$ cat src/rtl/lms_pkg.sv
package lms_pkg;
  // Register offsets (byte addresses on the register port)
  localparam logic [7:0] LMS_ADDR_ENABLES   = 8'h08;
  localparam logic [7:0] LMS_ADDR_BOOST_OUT = 8'h0D;
  localparam logic [7:0] LMS_ADDR_FREQ      = 8'h0E;
  localparam logic [7:0] LMS_ADDR_SW_RESET  = 8'h60;
  localparam logic [7:0] LMS_ADDR_CONTROL   = 8'h0A;
  // Field positions
  localparam int LMS_BIT_STANDBY_REL = 6;
  localparam int LMS_BIT_BOOST_RUN   = 5;
  localparam int LMS_BIT_AUTOLOAD    = 0;
  // Reset values
  localparam logic [7:0] LMS_RST_ENABLES   = 8'h00;
  localparam logic [7:0] LMS_RST_BOOST_OUT = 8'h3F;
  localparam logic [7:0] LMS_RST_FREQ      = 8'h07;
  localparam logic [7:0] LMS_RST_CONTROL   = 8'h01;
  // Timing
  localparam int LMS_CLK_MHZ          = 100;
  localparam int LMS_STARTUP_MS       = 10;
  localparam int LMS_SOFTSTART_MS     = 10;
  localparam int LMS_STARTUP_CYCLES   =
    LMS_STARTUP_MS * 1000 * 1000 * LMS_CLK_MHZ / 1000;
  localparam int LMS_SOFTSTART_CYCLES =
    LMS_SOFTSTART_MS * 1000 * 1000 * LMS_CLK_MHZ / 1000;
  localparam int LMS_MIN_PULSE_NS     = 25;
  localparam int LMS_MIN_PULSE_CYCLES =
    (LMS_MIN_PULSE_NS * LMS_CLK_MHZ + 999) / 1000;
  // Switching period in clock cycles for 2.00, 1.67, 1.00 MHz
  localparam int LMS_PERIOD_FAST = 50;
  localparam int LMS_PERIOD_MID  = 60;
  localparam int LMS_PERIOD_SLOW = 100;
  localparam int LMS_PERIOD_W    = 8;

  typedef enum logic [4:0] {
    LMS_ST_RESET    = 5'b00001,
    LMS_ST_STANDBY  = 5'b00010,
    LMS_ST_STARTUP  = 5'b00100,
    LMS_ST_BOOST_SS = 5'b01000,
    LMS_ST_NORMAL   = 5'b10000
  } lms_state_t;

  // Thermometer code to level 0..8
  function automatic logic [3:0] lms_level(input logic [7:0] code);
    logic [3:0] n;
    n = 4'h0;
    for (int i = 0; i < 8; i++)
      if (code[i])
        n = 4'(i + 1);
    return n;
  endfunction
endpackage

$ cat src/rtl/lms_delay_timer.sv
`timescale 1ns/100ps
module lms_delay_timer
  import lms_pkg::*;
#(
  parameter int COUNT = 1000000
)
(
  // Clock and reset
  input  wire logic clock,
  input  wire logic rstn,
  // Control
  input  wire logic run,
  output logic      done
);
  localparam int W = $clog2(COUNT + 1);
  // Elaboration check: a zero count would raise done at once, with no delay
  if (COUNT < 1)
    $error("COUNT must be at least 1");
  logic [W-1:0] count;

  // Count while run is high; dropping run restarts the delay
  always_ff @(posedge clock)
  begin
    if (!rstn || !run)
      count <= '0;
    else if (count != W'(COUNT))
      count <= count + W'(1);
  end

  assign done = run && (count == W'(COUNT));
endmodule

$ cat src/rtl/lms_switch_gen.sv
`timescale 1ns/100ps
module lms_switch_gen
  import lms_pkg::*;
#(
  parameter int MIN_PULSE = 3
)
(
  // Clock and reset
  input  wire logic       clock,
  input  wire logic       rstn,
  // Control
  input  wire logic       enable,
  input  wire logic [2:0] freq_sel,
  // Switch drive
  output logic            sw_pulse
);
  // Elaboration check: the pulse must fit inside the shortest period
  if (MIN_PULSE < 1 || MIN_PULSE >= LMS_PERIOD_FAST)
    $error("MIN_PULSE out of range");
  logic [LMS_PERIOD_W-1:0] phase;
  logic [LMS_PERIOD_W-1:0] period;

  // Decode rate: top bit fastest, 01x middle, 00x slowest
  always_comb
  begin
    if (freq_sel[2])
      period = LMS_PERIOD_W'(LMS_PERIOD_FAST);
    else if (freq_sel[1])
      period = LMS_PERIOD_W'(LMS_PERIOD_MID);
    else
      period = LMS_PERIOD_W'(LMS_PERIOD_SLOW);
  end

  // Phase counter of the switching period, from the system oscillator
  always_ff @(posedge clock)
  begin
    if (!rstn || !enable)
      phase <= '0;
    else if (phase >= period - LMS_PERIOD_W'(1))
      phase <= '0;
    else
      phase <= phase + LMS_PERIOD_W'(1);
  end

  // A minimum pulse every period, never skipped even at no load
  always_ff @(posedge clock)
  begin
    if (!rstn)
      sw_pulse <= 1'b0;
    else
      sw_pulse <= enable && (phase < LMS_PERIOD_W'(MIN_PULSE));
  end
endmodule

$ cat src/rtl/lms_mode_seq.sv
`timescale 1ns/100ps
module lms_mode_seq
  import lms_pkg::*;
#(
  parameter int STARTUP_CYCLES   = LMS_STARTUP_CYCLES,
  parameter int SOFTSTART_CYCLES = LMS_SOFTSTART_CYCLES
)
(
  // Clock and resets
  input  wire logic       clock,
  input  wire logic       rstn,
  input  wire logic       external_reset_n,
  input  wire logic       por_active,
  // Register port
  input  wire logic       reg_wr,
  input  wire logic [7:0] reg_addr,
  input  wire logic [7:0] reg_wdata,
  input  wire logic       reg_rd,
  output logic [7:0]      reg_rdata,
  // Status inputs
  input  wire logic       thermal_shutdown,
  input  wire logic       light_load,
  // Analog block controls
  output logic            blocks_on,
  output logic            boost_pfm,
  output logic            boost_pwm,
  output logic            sw_pulse,
  output logic            active_load_on,
  output logic            led_force_off,
  output logic [3:0]      vout_level,
  output logic [2:0]      freq_sel,
  output lms_state_t      mode
);
  // ***************************************************
  // Reset generation
  // ***************************************************
  // Elaboration check: a zero delay would leave its state after one cycle
  if (STARTUP_CYCLES < 1 || SOFTSTART_CYCLES < 1)
    $error("delay counts must be at least 1");

  logic       sw_reset;
  logic       int_rstn;
  logic [7:0] enables;
  logic [7:0] boost_out;
  logic [7:0] freq_reg;
  logic [7:0] control;
  logic       startup_done;
  logic       ss_done;
  logic       boost_run_q;
  lms_state_t next_mode;

  // Soft reset is registered for one cycle so the write itself completes
  always_ff @(posedge clock)
  begin
    if (!rstn)
      sw_reset <= 1'b0;
    else
      sw_reset <= reg_wr && (reg_addr == LMS_ADDR_SW_RESET);
  end

  // Any reset source holds the whole block in reset
  assign int_rstn = rstn && external_reset_n && !por_active
                    && !sw_reset;

  // ***************************************************
  // Control registers
  // ***************************************************
  // Writes accepted in every mode, any bits, any order
  always_ff @(posedge clock)
  begin
    if (!int_rstn)
    begin
      enables   <= LMS_RST_ENABLES;
      boost_out <= LMS_RST_BOOST_OUT;
      freq_reg  <= LMS_RST_FREQ;
      control   <= LMS_RST_CONTROL;
    end
    else if (reg_wr)
    begin
      unique case (reg_addr)
        LMS_ADDR_ENABLES:   enables   <= reg_wdata;
        LMS_ADDR_BOOST_OUT: boost_out <= reg_wdata;
        LMS_ADDR_FREQ:      freq_reg  <= reg_wdata;
        LMS_ADDR_CONTROL:   control   <= reg_wdata;
        default: ;
      endcase
    end
  end

  // Readback; the reset register is write only and reads zero
  always_comb
  begin
    reg_rdata = 8'h00;
    if (reg_rd)
    begin
      case (reg_addr)
        LMS_ADDR_ENABLES:   reg_rdata = enables;
        LMS_ADDR_BOOST_OUT: reg_rdata = boost_out;
        LMS_ADDR_FREQ:      reg_rdata = freq_reg;
        LMS_ADDR_CONTROL:   reg_rdata = {3'h0, mode};
        default:            reg_rdata = 8'h00;
      endcase
    end
  end

  wire standby_release_bit = enables[LMS_BIT_STANDBY_REL];
  wire boost_run           = enables[LMS_BIT_BOOST_RUN];

  // Edge of the boost-run bit, for entry from normal mode
  always_ff @(posedge clock)
  begin
    if (!int_rstn)
      boost_run_q <= 1'b0;
    else
      boost_run_q <= boost_run;
  end

  // ***************************************************
  // Mode state machine
  // ***************************************************
  always_comb
  begin
    next_mode = mode;
    unique case (mode)
      LMS_ST_RESET:    next_mode = LMS_ST_STANDBY;
      LMS_ST_STANDBY:
        if (standby_release_bit)
          next_mode = LMS_ST_STARTUP;
      LMS_ST_STARTUP:
        if (!standby_release_bit)
          next_mode = LMS_ST_STANDBY;
        else if (startup_done && !thermal_shutdown)
          next_mode = boost_run ? LMS_ST_BOOST_SS
                                : LMS_ST_NORMAL;
      LMS_ST_BOOST_SS:
        if (!standby_release_bit)
          next_mode = LMS_ST_STANDBY;
        else if (thermal_shutdown)
          next_mode = LMS_ST_STARTUP;
        else if (!boost_run)
          next_mode = LMS_ST_NORMAL;
        else if (ss_done)
          next_mode = LMS_ST_NORMAL;
      LMS_ST_NORMAL:
        if (!standby_release_bit)
          next_mode = LMS_ST_STANDBY;
        else if (thermal_shutdown)
          next_mode = LMS_ST_STARTUP;
        else if (boost_run && !boost_run_q)
          next_mode = LMS_ST_BOOST_SS;
      default:         next_mode = LMS_ST_RESET;
    endcase
  end

  always_ff @(posedge clock)
  begin
    if (!int_rstn)
      mode <= LMS_ST_RESET;
    else
      mode <= next_mode;
  end

  // ***************************************************
  // Delay timers and switch generation
  // ***************************************************
  // Delays count oscillator cycles and restart on each entry
  lms_delay_timer #(.COUNT(STARTUP_CYCLES)) u_startup_timer
  (
    .clock (clock),
    .rstn  (int_rstn),
    .run   (mode == LMS_ST_STARTUP),
    .done  (startup_done)
  );

  lms_delay_timer #(.COUNT(SOFTSTART_CYCLES)) u_softstart_timer
  (
    .clock (clock),
    .rstn  (int_rstn),
    .run   (mode == LMS_ST_BOOST_SS),
    .done  (ss_done)
  );

  // Switching clock comes from the same oscillator as all timing
  lms_switch_gen #(.MIN_PULSE(LMS_MIN_PULSE_CYCLES)) u_switch
  (
    .clock    (clock),
    .rstn     (int_rstn),
    .enable   (boost_pwm),
    .freq_sel (freq_sel),
    .sw_pulse (sw_pulse)
  );

  // ***************************************************
  // Outputs
  // ***************************************************
  // Registered controls; standby keeps everything off for low power
  always_ff @(posedge clock)
  begin
    if (!int_rstn)
    begin
      blocks_on      <= 1'b0;
      boost_pfm      <= 1'b0;
      boost_pwm      <= 1'b0;
      active_load_on <= 1'b0;
      led_force_off  <= 1'b1;
      vout_level     <= lms_level(LMS_RST_BOOST_OUT);
      freq_sel       <= LMS_RST_FREQ[2:0];
    end
    else
    begin
      blocks_on  <= next_mode != LMS_ST_STANDBY &&
                    next_mode != LMS_ST_RESET;
      boost_pfm  <= next_mode == LMS_ST_BOOST_SS;
      boost_pwm  <= next_mode == LMS_ST_NORMAL && boost_run;
      // Active load only while boosting and enabled
      active_load_on <= control[LMS_BIT_AUTOLOAD] && light_load
                        && next_mode == LMS_ST_NORMAL && boost_run;
      // LEDs dark outside normal mode, incl. soft start
      led_force_off <= next_mode != LMS_ST_NORMAL;
      vout_level    <= lms_level(boost_out);
      freq_sel      <= freq_reg[2:0];
    end
  end

  // Only meaningful when soft start lasts at least eight cycles
  if (SOFTSTART_CYCLES >= 7)
  begin : g_ss_len

  end
endmodule

$ cat config.mk
export PLATFORM = sky130hd
export DESIGN_NAME = lms_mode_seq
export DESIGN_NICKNAME = d
export VERILOG_FILES = /design/src/rtl/lms_pkg.sv /design/src/rtl/lms_delay_timer.sv /design/src/rtl/lms_switch_gen.sv /design/src/rtl/lms_mode_seq.sv
export SDC_FILE = /design/constraint.sdc
export NUM_CORES = 1
export LEC_CHECK = 0
export BUFFER_PORTS_ARGS = -buffer_cell sky130_fd_sc_hd__buf_2
export CORE_ASPECT_RATIO = 1.75
export CORE_MARGIN = 5
export CORE_UTILIZATION = 30
export DETAILED_ROUTE_END_ITERATION = 16
export HOLD_SLACK_MARGIN = 0.05
export SLEW_MARGIN = 15
export SYNTH_ARGS = -nofsm -noshare
export SYNTH_HDL_FRONTEND = slang
export SYNTH_HIERARCHICAL = 1
export SYNTH_SLANG_ARGS = --single-unit
$ cat constraint.sdc
create_clock -name clock -period 2.64 [get_ports clock]
set_input_delay 0 -clock clock [delete_from_list [all_inputs] [get_ports clock]]
set_output_delay 0 -clock clock [all_outputs]
set_load 0.005 [all_outputs]
==> metrics.txt <==
fin nets=607; CP max FO=5; diode count=0; buffers and inverters on the worst path=1; Synth cell types=61; fmax=0.455 GHz; via count=3973; Die W=103 um; worst hold stages=4; Setup Fix Bufs, Post-CTS=0; row count=59; io pins=50; routed vias/inst=5.22; slowest CP cell=or4b_1; placed wire-length estimate=8310 um; Post-Syn Area=0.00450 sq mm; worst slack, placed=0.447 ns; initial core utilization=0.303; setup TNS=0 ns; synth top area cells=dfxtp_1 (41%), nor2_1 (4.6%), a21oi_1 (3.8%); GP Congestion=0.800; Total GRT Usage=0.130; first-pass GRT wire length=18300 um; die extent in y=172 um; Synth top cells by count=dfxtp_1 (93), nor2_1 (55), a21oi_1 (34), nor3_1 (28), o21ai_0 (27); IO Port Bufs=49; Non-Filler Instances=761; Post-route DRC=0; Pleak=1.92 nW; core area=0.0148 sq mm; outcome=finished clean; wire length per cell=14.3 um; layout cells sized above 1=0.170; Tcrit/Tclk final=0.833; # hold bufs at CTS=12; GR Overflow Total=0; worst setup margin=0.441 ns; initial antenna violation count=0; type of origin of the critical path=flop; number of synthesized flops with an enable pin=0; synthesized instance count=515; number of max-cap violations=0; Worst path depth=9; post-synth top area cell=dfxtp_1; insertion delay to the later sink of the worst-skew pair=0.35 ns; Largest regs=u_softstart_timer/count x20, u_startup_timer/count x20; Max Slew Vio Count=0; r2r setup slk=0.44 ns; Worst VDD drop=0.000330 V; TritonCTS Buffers=9; vias in the first global route=3931; Area Overhead vs Synth=19.9%; Worst-Margin Slew=0.669 ns; worst hold-check path type=in2reg; unrepaired setup endpoints after global routing=false; most common cell in the synthesized netlist=dfxtp_1; Critical Path Max Stage Delay=0.49 ns; largest net degree at the start of global routing=29; signal arrival time at the worst endpoint=2.44 ns; CP required=2.88 ns; TritonRoute pass-1 iters=5; initial drt markers=247; CP Capture Type=flop; yosys warns=6; CP Class=reg2reg; synthesized area per cell=8.74 sq um; CTS tree=built; Post-synth ARST share=0; CTS Buffer Depth=2; Max-slew headroom=0.553; clk_skew=0.0126 ns; Final Hold Fails=0; Power Density=554 mW/mm^2; cell family with most CP delay=simple AND/OR/NAND/NOR gates; register area share after synthesis=0.413; Worst-path clk slew=0.07 ns; post-cts resize count=0; Clock Root Buffer=clkbuf_16; post-synth top area share=0.413; DRT antenna net count=0; clock sink count=93; die area=0.0177 sq mm; reg2reg path depth=9; Syn Nets=549; crit-path cells=inv_1 > ha_1 > or4b_1 > nor3_1 > and3_1 > nand3b_1 > o21ai_0 > nand2_1 > a311o_1; Synth Flop Type=dfxtp_1; DRT Wirelength=10900 um; min cycle time layout=2.20 ns; #FFs+latches synth=93; final setup violation count=0; # placed instances=733; H-tree levels=3
-- final cells by class --
cell class,count,area [sq um]
inverter,23,86.3
sequential,93,1860
clock inverter,7,120
clock buffer,9,225
tap,183,229
timing repair buffer,65,395
multi-input combinational,381,2480
fill,1498,9440
-- cell usage in the layout (no fill, tap or decap), types with 8 or more instances in the layout --
cell and n:
dfxtp_1 93, nor2_1 55, buf_2 49, a21oi_1 34, nor3_1 28, o21ai_0 27, nand3_1 26, nand2_1 26
inv_1 23, or3_1 15, xnor2_1 12, nand4_1 12, xor2_1 12, dlygate4sd3_1 12, ha_1 10, mux2i_1 9
clkbuf_16 9, and3_1 8
-- cells by family after synthesis --
kind of cell	after synthesis	synth area share
simple gates	232	0.297
compound gates	98	0.141
flops	93	0.413
buf+inv	41	0.0358
xor+xnor	24	0.0467
mux	16	0.0375
fa+ha+maj	10	0.0278
other cells	1	0.000833
-- through the flow --
stage	hold WS (ns)	util	instance area [sq um]	power, W
CTS	0.100	0.364	5400	0.00304
detailed placement	0.217	0.332	4930	0.00152
floorplan	0.0721	-	4500	0.00148
global placement	0.211	0.332	4930	0.00152
finish	0.0997	0.364	5400	0.00299
global route	0.134	0.364	5400	0.00310
-- routing by layer --
layer  GRT usage  wire length [um]
met5           0                 0
met4      0.0525               275
met3      0.0234               378
met2       0.238              5730
met1       0.144              4530
-- power by group --
part           total (W)  internal (W)  switching (W)
clock            0.00149      0.000930       0.000558
combinational  0.0000942     0.0000440      0.0000502
sequential       0.00141       0.00140     0.00000497
-- path summary, 6_finish.rpt --
check	end	start
max	led_force_off$_SDFF_PN1_	u_startup_timer/count[0]$_SDFFE_PP0P_
min	mode[0]$_SDFF_PN1_	external_reset_n
max reg2reg	led_force_off$_SDFF_PN1_	u_startup_timer/count[0]$_SDFFE_PP0P_
min reg2reg	freq_reg[4]$_SDFFE_PN0P_	freq_reg[4]$_SDFFE_PN0P_
-- worst register-to-register path: cells and delay by family, from the launching register on --
| family | cells | cell delay, ns |
|---|---|---|
| compound gates | 2 | 0.46 |
| fa+ha+maj | 1 | 0.14 |
| buf+inv | 1 | 0.09 |
| simple gates | 5 | 1.06 |
| flops | 1 | 0.35 |
Power figures use the tool's default switching activity.
